==> src/logic/motor_event_pkg.sv <==
// Constants and carrier types for the motor event filter and configuration block.
// Assumes a 100 MHz core clock and a 4 MHz nominal peripheral time base.
package motor_event_pkg;

    // Register offsets (page 1 numbering, low address bits only)
    localparam logic [2:0] ADDR_POLARITY = 3'h4;
    localparam logic [2:0] ADDR_FILTER = 3'h5;
    localparam logic [2:0] ADDR_SAMPLE = 3'h6;

    // Reset values
    localparam logic [7:0] RESET_POLARITY = 8'h00;
    localparam logic [7:0] RESET_FILTER = 8'h0f;
    localparam logic [7:0] RESET_SAMPLE = 8'h00;
    localparam logic [7:0] SAMPLE_WRITE_MASK = 8'h8f;

    // Timing
    localparam int CLOCK_HZ = 100000000;
    localparam int PERIPH_HZ = 4000000;
    localparam int PERIPH_DIV = CLOCK_HZ / PERIPH_HZ;
    // Periph ticks per microsecond
    localparam int TICKS_PER_US = PERIPH_HZ / 1000000;
    localparam int WIN_SHORT_STEP_US = 5;
    localparam int WIN_LONG_BASE_US = 60;
    localparam int WIN_LONG_STEP_US = 20;
    // Sample clock: 1 MHz for code 00, halving per step
    localparam int SAMPLE_BASE_TICKS = PERIPH_HZ / 1000000;

    // Tacho edge codes
    localparam logic [1:0] EDGE_NONE = 2'h0;
    localparam logic [1:0] EDGE_RISE = 2'h1;
    localparam logic [1:0] EDGE_FALL = 2'h2;
    localparam logic [1:0] EDGE_BOTH = 2'h3;

    typedef struct packed {
        logic [1:0] tacho_edge_select;
        logic [5:0] output_polarity;
    } polarity_reg_t;

    typedef struct packed {
        logic [3:0] z_sample_count;
        logic [3:0] d_to_z_window_length;
    } filter_reg_t;

    typedef struct packed {
        logic z_sampling_enable;
        logic [2:0] reserved;
        logic [1:0] sample_clock_select;
        logic encoder_capture_source;
        logic unused_input_float;
    } sample_reg_t;

    typedef struct packed {
        logic [2:0] addr;
        logic [7:0] wdata;
        logic wr;
        logic rd;
    } reg_req_t;

    typedef enum logic [2:0]
    {
        WIN_IDLE = 3'b001,
        WIN_BLANK = 3'b010,
        WIN_OPEN = 3'b100
    } win_state_t;

endpackage

==> src/logic/motor_event_filter_config.sv <==
// Motor input detection configuration: tacho edges, output polarity, Z filter,
// D-to-Z blanking, sampling clock, encoder capture trigger, unused phase inputs.
// Assumes phase sense, tacho and comparator inputs are asynchronous pins.
`timescale 1ns/100ps
module motor_event_filter_config
    import motor_event_pkg::*;
#(
    parameter int WIN_WIDTH = 10
)
(
    // Clock and reset
    input wire logic ref_clk_i,
    input wire logic reset_n_i,
    // Register port
    input wire motor_event_pkg::reg_req_t reg_req_i,
    output logic [7:0] rdata_o,
    // Operating unit context
    input wire logic independent_phase_config_i,
    input wire logic sensor_mode_select_i,
    input wire logic motor_output_enable_i,
    input wire logic pwm_sample_i,
    input wire logic pwm_sample_mode_i,
    input wire logic rtc_tick_i,
    input wire logic timer_high_byte_read_i,
    // Pins
    input wire logic tacho_i,
    input wire logic d_cond_i,
    input wire logic z_cond_i,
    input wire logic [5:0] drive_i,
    output logic [5:0] drive_o,
    output logic [2:0] phase_sense_input_o,
    output logic [2:0] phase_sense_input_oe_o,
    // Events
    output logic speed_mode_o,
    output logic tacho_capture_o,
    output logic encoder_capture_o,
    output logic d_event_o,
    output logic z_event_o,
    output logic blanking_o
);

    polarity_reg_t polarity;
    filter_reg_t filter;
    sample_reg_t sample;
    win_state_t win_state;
    win_state_t next_win_state;
    logic [2:0] tacho_sync;
    logic [1:0] d_sync;
    logic [1:0] z_sync;
    logic [7:0] periph_cnt;
    logic periph_tick;
    logic [4:0] smp_cnt;
    logic smp_tick;
    logic [3:0] z_run;
    logic d_prev;
    logic d_edge;
    logic win_busy;
    logic [WIN_WIDTH-1:0] win_len;
    logic z_strobe;
    logic tacho_rise;
    logic tacho_fall;

    ////////////////////////////////////////////////////////////////////////
    // Registers

    always_ff @(posedge ref_clk_i or negedge reset_n_i)
    begin
        if (!reset_n_i)
        begin
            polarity <= RESET_POLARITY;
            filter <= RESET_FILTER;
            sample <= RESET_SAMPLE;
        end
        else if (reg_req_i.wr)
        begin
            case (reg_req_i.addr)
                ADDR_POLARITY: polarity <= reg_req_i.wdata;
                ADDR_FILTER: filter <= reg_req_i.wdata;
                // Reserved bits held at zero whatever software writes
                ADDR_SAMPLE: sample <= reg_req_i.wdata & SAMPLE_WRITE_MASK;
                default: ;
            endcase
        end
    end

    // Unmapped addresses read zero
    always_ff @(posedge ref_clk_i or negedge reset_n_i)
    begin
        if (!reset_n_i)
            rdata_o <= 8'h00;
        else if (reg_req_i.rd)
        begin
            case (reg_req_i.addr)
                ADDR_POLARITY: rdata_o <= polarity;
                ADDR_FILTER: rdata_o <= filter;
                ADDR_SAMPLE: rdata_o <= sample;
                default: rdata_o <= 8'h00;
            endcase
        end
        else
            rdata_o <= 8'h00;
    end

    ////////////////////////////////////////////////////////////////////////
    // Pin synchronisers

    always_ff @(posedge ref_clk_i or negedge reset_n_i)
    begin
        if (!reset_n_i)
        begin
            tacho_sync <= 3'h0;
            d_sync <= 2'h0;
            z_sync <= 2'h0;
        end
        else
        begin
            tacho_sync <= {tacho_sync[1:0], tacho_i};
            d_sync <= {d_sync[0], d_cond_i};
            z_sync <= {z_sync[0], z_cond_i};
        end
    end

    ////////////////////////////////////////////////////////////////////////
    // Time base

    // Peripheral tick at 4 MHz; all windows count these
    always_ff @(posedge ref_clk_i or negedge reset_n_i)
    begin
        if (!reset_n_i)
            periph_cnt <= 8'h00;
        else if (periph_cnt == 8'(PERIPH_DIV - 1))
            periph_cnt <= 8'h00;
        else
            periph_cnt <= periph_cnt + 8'h01;
    end

    assign periph_tick = (periph_cnt == 8'(PERIPH_DIV - 1));

    // Sample clock period is base ticks shifted by select code
    always_ff @(posedge ref_clk_i or negedge reset_n_i)
    begin
        if (!reset_n_i)
            smp_cnt <= 5'h00;
        else if (periph_tick)
        begin
            if (smp_tick)
                smp_cnt <= 5'h00;
            else
                smp_cnt <= smp_cnt + 5'h01;
        end
    end

    assign smp_tick = periph_tick
        && (smp_cnt == 5'((SAMPLE_BASE_TICKS << sample.sample_clock_select) - 1));

    ////////////////////////////////////////////////////////////////////////
    // Tacho capture and mode

    assign tacho_rise = tacho_sync[1] && !tacho_sync[2];
    assign tacho_fall = !tacho_sync[1] && tacho_sync[2];

    always_ff @(posedge ref_clk_i or negedge reset_n_i)
    begin
        if (!reset_n_i)
        begin
            speed_mode_o <= 1'b0;
            tacho_capture_o <= 1'b0;
        end
        else
        begin
            speed_mode_o <= (polarity.tacho_edge_select != EDGE_NONE);
            case (polarity.tacho_edge_select)
                EDGE_RISE: tacho_capture_o <= tacho_rise;
                EDGE_FALL: tacho_capture_o <= tacho_fall;
                EDGE_BOTH: tacho_capture_o <= tacho_rise || tacho_fall;
                default: tacho_capture_o <= 1'b0;
            endcase
        end
    end

    always_ff @(posedge ref_clk_i or negedge reset_n_i)
    begin
        if (!reset_n_i)
            encoder_capture_o <= 1'b0;
        else if (sample.encoder_capture_source)
            encoder_capture_o <= timer_high_byte_read_i;
        else
            encoder_capture_o <= rtc_tick_i;
    end

    ////////////////////////////////////////////////////////////////////////
    // Output polarity and unused inputs

    always_ff @(posedge ref_clk_i or negedge reset_n_i)
    begin
        if (!reset_n_i)
            drive_o <= 6'h00;
        else if (independent_phase_config_i)
            drive_o <= drive_i;
        else
            drive_o <= drive_i ^ polarity.output_polarity;
    end

    // Grounding drives low; floating releases the pins
    always_ff @(posedge ref_clk_i or negedge reset_n_i)
    begin
        if (!reset_n_i)
            phase_sense_input_oe_o <= 3'h0;
        else if (!independent_phase_config_i && polarity.tacho_edge_select == EDGE_NONE
            && !sensor_mode_select_i)
            phase_sense_input_oe_o <= {3{!sample.unused_input_float}};
        else
            phase_sense_input_oe_o <= 3'h0;
    end

    always_ff @(posedge ref_clk_i or negedge reset_n_i)
    begin
        if (!reset_n_i)
            phase_sense_input_o <= 3'h0;
        else
            phase_sense_input_o <= 3'h0;
    end

    ////////////////////////////////////////////////////////////////////////
    // D event and blanking window

    // D uses the sample clock only, never the PWM delay
    always_ff @(posedge ref_clk_i or negedge reset_n_i)
    begin
        if (!reset_n_i)
            d_prev <= 1'b0;
        else if (smp_tick)
            d_prev <= d_sync[1];
    end

    assign d_edge = smp_tick && d_sync[1] && !d_prev;

    always_ff @(posedge ref_clk_i or negedge reset_n_i)
    begin
        if (!reset_n_i)
            d_event_o <= 1'b0;
        else
            d_event_o <= d_edge;
    end

    always_comb
    begin
        if (filter.d_to_z_window_length[3])
            win_len = WIN_WIDTH'((WIN_LONG_BASE_US + WIN_LONG_STEP_US
                * int'(filter.d_to_z_window_length[2:0])) * TICKS_PER_US);
        else
            win_len = WIN_WIDTH'(WIN_SHORT_STEP_US
                * (int'(filter.d_to_z_window_length[2:0]) + 1) * TICKS_PER_US);
    end

    window_timer #(
        .WIDTH(WIN_WIDTH)
    ) u_window_timer (
        .ref_clk_i(ref_clk_i),
        .reset_n_i(reset_n_i),
        .load_i(d_edge && !sensor_mode_select_i),
        .length_i(win_len),
        .tick_i(periph_tick),
        .busy_o(win_busy)
    );

    always_comb
    begin
        next_win_state = win_state;
        case (win_state)
            WIN_IDLE: if (d_edge && !sensor_mode_select_i) next_win_state = WIN_BLANK;
            WIN_BLANK: if (!win_busy) next_win_state = WIN_OPEN;
            WIN_OPEN: if (d_edge && !sensor_mode_select_i) next_win_state = WIN_BLANK;
            default: next_win_state = WIN_IDLE;
        endcase
    end

    always_ff @(posedge ref_clk_i or negedge reset_n_i)
    begin
        if (!reset_n_i)
            win_state <= WIN_IDLE;
        else
            win_state <= next_win_state;
    end

    always_ff @(posedge ref_clk_i or negedge reset_n_i)
    begin
        if (!reset_n_i)
            blanking_o <= 1'b0;
        else
            blanking_o <= (next_win_state == WIN_BLANK);
    end

    ////////////////////////////////////////////////////////////////////////
    // Z filter

    // With outputs off, sampling runs only if software enables it
    assign z_strobe = (pwm_sample_mode_i ? pwm_sample_i : smp_tick)
        && (motor_output_enable_i || sample.z_sampling_enable)
        && win_state != WIN_BLANK && !(d_edge && !sensor_mode_select_i);

    always_ff @(posedge ref_clk_i or negedge reset_n_i)
    begin
        if (!reset_n_i)
            z_run <= 4'h0;
        else if (d_edge)
            z_run <= 4'h0;
        else if (z_strobe)
        begin
            if (!z_sync[1])
                z_run <= 4'h0;
            else if (z_run < filter.z_sample_count)
                z_run <= z_run + 4'h1;
        end
    end

    // Event fires on the first sample after the run completes and on every later sample while Z stays high
    always_ff @(posedge ref_clk_i or negedge reset_n_i)
    begin
        if (!reset_n_i)
            z_event_o <= 1'b0;
        else
            z_event_o <= z_strobe && z_sync[1] && !d_edge
                && z_run >= filter.z_sample_count;
    end

endmodule

==> src/logic/window_timer.sv <==
// Blanking window down-counter, loaded with a tick count and stepped by a tick.
// Assumes load and tick come from logic on the same clock.
`timescale 1ns/100ps
module window_timer
#(
    parameter int WIDTH = 10
)
(
    // Clock and reset
    input wire logic ref_clk_i,
    input wire logic reset_n_i,
    // Control
    input wire logic load_i,
    input wire logic [WIDTH-1:0] length_i,
    input wire logic tick_i,
    // Status
    output logic busy_o
);

    logic [WIDTH-1:0] count;

    always_ff @(posedge ref_clk_i or negedge reset_n_i)
    begin
        if (!reset_n_i)
            count <= '0;
        else if (load_i)
            count <= length_i;
        else if (tick_i && count != '0)
            count <= count - WIDTH'(1);
    end

    always_ff @(posedge ref_clk_i or negedge reset_n_i)
    begin
        if (!reset_n_i)
            busy_o <= 1'b0;
        else if (load_i)
            busy_o <= (length_i != '0);
        else if (tick_i && count <= WIDTH'(1))
            busy_o <= 1'b0;
    end

endmodule

==> config.mk <==
export PLATFORM = sky130hd
export DESIGN_NAME = motor_event_filter_config
export DESIGN_NICKNAME = d
export VERILOG_FILES = /design/src/logic/motor_event_pkg.sv /design/src/logic/motor_event_filter_config.sv /design/src/logic/window_timer.sv
export SDC_FILE = /design/constraint.sdc
export NUM_CORES = 1
export LEC_CHECK = 0
export BUFFER_PORTS_ARGS = -buffer_cell sky130_fd_sc_hd__buf_2
export CAP_MARGIN = 0
export CELL_PAD_IN_SITES_DETAIL_PLACEMENT = 1
export CELL_PAD_IN_SITES_GLOBAL_PLACEMENT = 2
export CORE_ASPECT_RATIO = 1.75
export CORE_MARGIN = 8
export CORE_UTILIZATION = 40
export DETAILED_ROUTE_END_ITERATION = 16
export PLACE_DENSITY = 0.9
export SLEW_MARGIN = 10
export SYNTH_ARGS = -nofsm -noshare
export SYNTH_HDL_FRONTEND = slang
export SYNTH_HIERARCHICAL = 1
export SYNTH_SLANG_ARGS = --single-unit
==> constraint.sdc <==
create_clock -name ref_clk_i -period 5.5 [get_ports ref_clk_i]
set_input_delay 1.1 -clock ref_clk_i [delete_from_list [all_inputs] [get_ports ref_clk_i]]
set_output_delay 1.1 -clock ref_clk_i [all_outputs]
set_load 0.01 [all_outputs]
==> impl_summary.txt <==
----------------------------------------------------
[Worst setup path]
  Cell Chain, Critical Path ... inv_1 > ha_1 > ha_1 > ha_1 > a21o_1 > nand2_1 > o21ai_0 > or4_1 > o41ai_1 > o21ai_0
  Maximum fanout encountered on the critical timing path ... 9
  WP data required ... around 5.7 ns
  Slowest cell on the critical path ... sky130_fd_sc_hd__dfstp_2
  Levels on crit path ... 10
  Top delay family on crit path ... compound AO/OA/AOI/OAI gates
  Largest stage delay, worst path ... 0.62 ns
  Worst path most repeated cell ... sky130_fd_sc_hd__ha_1
  Critical path launch point type ... flop
  Kind of end point of the critical path ... flop
  WP buf/inv ... 1
  Reg2reg path depth ... 10
  Kind of critical path ... flop to flop
  Critical path arrival ... between 3 and 4 ns

[Status]
  Status ... finished, final reports clean

[Pwr]
  Switching power ... roughly 0.00053 W
  P per Cell Area ... between 300 and 400 nW/µm²
  Combinational share of power ... 0.202
  Worst vdd ir ... about 0.00019 V
  Proportion of power drawn by flip-flops and latches ... 0.402
  Cell-internal power ... approximately 0.0014 W
  Power, Total ... 0.00188 W
  Fraction of power spent switching nets ... 0.281
  Cell leakage power ... roughly 2.3 nW
  Share of total power in the clock network ... 0.396

[CTS]
  Worst-case clock buffer depth ... 2
  Count of cells resized by post-cts repair ... 0
  Inserted Clock Buffers ... 9
  Hold_buf cts ... 0
  Skew-Pair Late Insertion Delay ... between 0.3 and 0.4 ns
  Clock root buffer ... sky130_fd_sc_hd__clkbuf_16
  Buffer count from post-CTS setup fixing ... 0
  CTS tree ... done
  Count of H-tree levels built during CTS ... 3
  Clk sinks ... 81
  Clock slew at the register clock pins of the worst setup and hold paths ... about 0.06 ns

[Synth]
  EDFF count, synth ... 0
  Average footprint of a synthesized cell ... between 10 and 15 µm²
  Count of distinct cell types in the synthesized netlist ... 50
  Cell count after synthesis ... between 300 and 400
  Fraction of synthesis flops using an asynchronous set or reset pin ... 1.00
  Top FF cell, synth ... sky130_fd_sc_hd__dfrtp_1
  Sequential-to-total area share from yosys stat ... 0.495
  Warning count from the yosys run ... 6
  Synthesized flop and latch total ... slightly above 80
  Netlist area before placement ... slightly above 4000 µm²

[Die]
  Die Span Y ... between 150 and 200 µm
  Initial Util ... 0.406
  Core outline area ... just over 10000 µm²
  Die X ... 92.6 µm
  Standard-cell row count ... 49
  Full die area ... 13900 µm²
  I/O pin count ... 57

[Cells and area]
  Fillers ... approximately 1200
  Most frequent standard cell in the layout excluding fill and tap cells ... sky130_fd_sc_hd__dfrtp_1
  Diodes inserted ... 0
  Share of layout cells above drive strength 1 ... 0.240
  Layout overhead on the synthesized area ... 18.8%
  Top library cells by usage in the layout, fill and taps aside ... sky130_fd_sc_hd__dfrtp_1, sky130_fd_sc_hd__buf_2, sky130_fd_sc_hd__nand2_1, sky130_fd_sc_hd__nor2_1, sky130_fd_sc_hd__mux2_2
  Final layout net count ... between 500 and 600
  Count of placed standard cells in the final layout, fillers left out ... 582

[Global route]
  Maximum number of pins on one net before global-route repair ... roughly 80
  Number of antenna violations at the first check in global routing ... 0
  Total global routing track utilization ... 0.165
  Via count of the first global-routing pass ... 3606
  Overflow left after global routing ... 0
  Wire length of the first global-routing pass ... 18000 µm

[STA]
  Worst Setup Slack, final ... 2.33 ns
  Worst slew pin tran ... between 1 and 1.5 ns
  Maximum clock skew at final layout ... approximately 0.0065 ns
  Post-route setup TNS ... 0 ns
  Finish-stage setup viols ... 0
  Unrepaired setup endpoints after global routing ... false
  Final worst path period share ... 0.576
  Final count of hold timing violations ... 0
  Max frequency ... 316 MHz
  Max-slew violation count ... 0
  Worst slew margin ... 0.228
  Fin crit period ... between 3 and 4 ns

[Detailed routing]
  Total wire length after detailed routing ... approximately 11000 µm
  Post-route DRC violation count ... 0
  Total via count after detailed routing ... between 3000 and 4000
  Number of detailed-routing iterations run before antenna repair ... 4
  Antenna-violating nets left ... 0
  Vias per std cell ... 5.34
  Iter 0 DRT Violations ... 74
  Routed wirelength normalized by instance count ... ~18 µm

[Placement]
  Post-Place Setup Slack ... ~2.3 ns
  Cells after DPL ... 566
  Dpl hpwl ... approximately 7700 µm
  IO buf count ... 53
  Final weighted congestion in routability-driven placement ... between 0.7 and 0.8

[Min path]
  Hold Path Class ... flop to flop
  Worst Hold Depth ... 0

[Flow run]
  Max-cap violations ... 0

----------------------------------------------------
-- cell families (layout without fill, tap and decap cells) --
| family | Yosys count | count (layout) | synth area share |
|---|---|---|---|
| compound gates | 63 | 63 | 0.0984 |
| xor+xnor | 22 | 22 | 0.0469 |
| fa+ha+maj | 22 | 22 | 0.0670 |
| buf+inv | 31 | 90 | 0.0332 |
| flops | 81 | 81 | 0.495 |
| mux | 35 | 35 | 0.0926 |
| other cells | 1 | 7 | 0.000913 |
| simple gates | 135 | 135 | 0.166 |
-- worst reg2reg max path: stages, from the launching register on --
cell	delay, ns
sky130_fd_sc_hd__dfstp_2	0.62
sky130_fd_sc_hd__inv_1	0.10
sky130_fd_sc_hd__ha_1	0.33
sky130_fd_sc_hd__ha_1	0.20
sky130_fd_sc_hd__ha_1	0.30
sky130_fd_sc_hd__a21o_1	0.18
sky130_fd_sc_hd__nand2_1	0.06
sky130_fd_sc_hd__o21ai_0	0.09
sky130_fd_sc_hd__or4_1	0.53
sky130_fd_sc_hd__o41ai_1	0.45
sky130_fd_sc_hd__o21ai_0	0.16
-- metal layers --
layer / part of all wire / track usage / up-vias
li1: - / - / 1479
met1: 0.36 / 0.159 / 1545
met2: 0.56 / 0.316 / 63
met3: 0.046 / 0.0367 / 18
met4: 0.029 / 0.0835 / 0
met5: 0 / 0 / -
-- layout make-up --
cell class                      instances  area [µm²]  area share
Sequential cell                        81        2030       0.416
Multi-Input combinational cell        284        1960       0.402
Timing Repair Buffer                   54         275      0.0564
Clock buffer                           10         239      0.0489
Tap cell                              127         159      0.0325
Clock inverter                          6         138      0.0282
Inverter                               20        76.3      0.0156
-- power by group through the flow --
stage,clock [W],sequential (W),combinational [W]
floorplan,0,0.000742,0.000268
global placement,0,0.000760,0.000359
detailed placement,0,0.000766,0.000379
CTS,0.000764,0.000759,0.000389
global route,0.000783,0.000769,0.000441
finish,0.000747,0.000757,0.000381
-- sequential cells by signal (all words and copies together), names as in the netlist, 5 cells and up --
name	cells
sample	5
smp_cnt	5
periph_cnt	8
filter	8
rdata_o	8
polarity	8
u_window_timer/count	10
drive_o	6
-- path summary, 6_finish.rpt --
path / startpoint / to / slack, ns
worst max register to register: filter[0]$_DFFE_PN1P_ / u_window_timer/busy_o$_DFFE_PN0P_ / 2.33
min in group asynchronous: reset_n_i / z_run[2]$_DFFE_PN0P_ / 0.95
worst min register to register: z_sync[0]$_DFF_PN0_ / z_sync[1]$_DFF_PN0_ / 0.35
worst max-delay path: filter[0]$_DFFE_PN1P_ / u_window_timer/busy_o$_DFFE_PN0P_ / 2.33
worst min-delay path: z_sync[0]$_DFF_PN0_ / z_sync[1]$_DFF_PN0_ / 0.35
max in group asynchronous: reset_n_i / drive_o[5]$_DFF_PN0_ / 3.89
-- through the flow --
| stage | hold WS [ns] | util | cell area (µm²) |
|---|---|---|---|
| 2_1_floorplan | 0.331 | - | 4130 |
| 3_3_place_gp | 0.332 | 0.445 | 4510 |
| 3_5_place_dp | 0.342 | 0.445 | 4510 |
| 4_1_cts | 0.357 | 0.483 | 4880 |
| 5_1_grt | 0.363 | 0.483 | 4880 |
| 6_report | 0.353 | 0.483 | 4880 |
-- synth_stat cells (3+ instances only) --
cell type,instances,area [µm²]
sky130_fd_sc_hd__or4b_1,4,40.0
sky130_fd_sc_hd__dfrtp_1,76,1900
sky130_fd_sc_hd__or2_2,3,18.8
sky130_fd_sc_hd__nor3_1,4,20.0
sky130_fd_sc_hd__nand2_1,37,139
sky130_fd_sc_hd__xnor2_1,15,131
sky130_fd_sc_hd__nor2b_1,5,31.3
sky130_fd_sc_hd__inv_1,19,71.3
sky130_fd_sc_hd__a21o_1,4,30.0
sky130_fd_sc_hd__a31oi_1,6,37.5
sky130_fd_sc_hd__mux2_2,24,270
sky130_fd_sc_hd__nor2_1,35,131
sky130_fd_sc_hd__buf_4,5,37.5
sky130_fd_sc_hd__o41ai_1,4,35.0
sky130_fd_sc_hd__clkbuf_1,5,18.8
sky130_fd_sc_hd__nand2b_1,8,50.1
sky130_fd_sc_hd__o21ai_0,18,90.1
sky130_fd_sc_hd__nand3_1,17,85.1
sky130_fd_sc_hd__dfstp_2,5,131
sky130_fd_sc_hd__or4_1,3,22.5
sky130_fd_sc_hd__xor2_1,7,61.3
sky130_fd_sc_hd__a21oi_1,17,85.1
sky130_fd_sc_hd__ha_1,22,275
sky130_fd_sc_hd__nor4_1,3,18.8
sky130_fd_sc_hd__mux2i_1,11,110
Power figures use the tool's default switching activity.
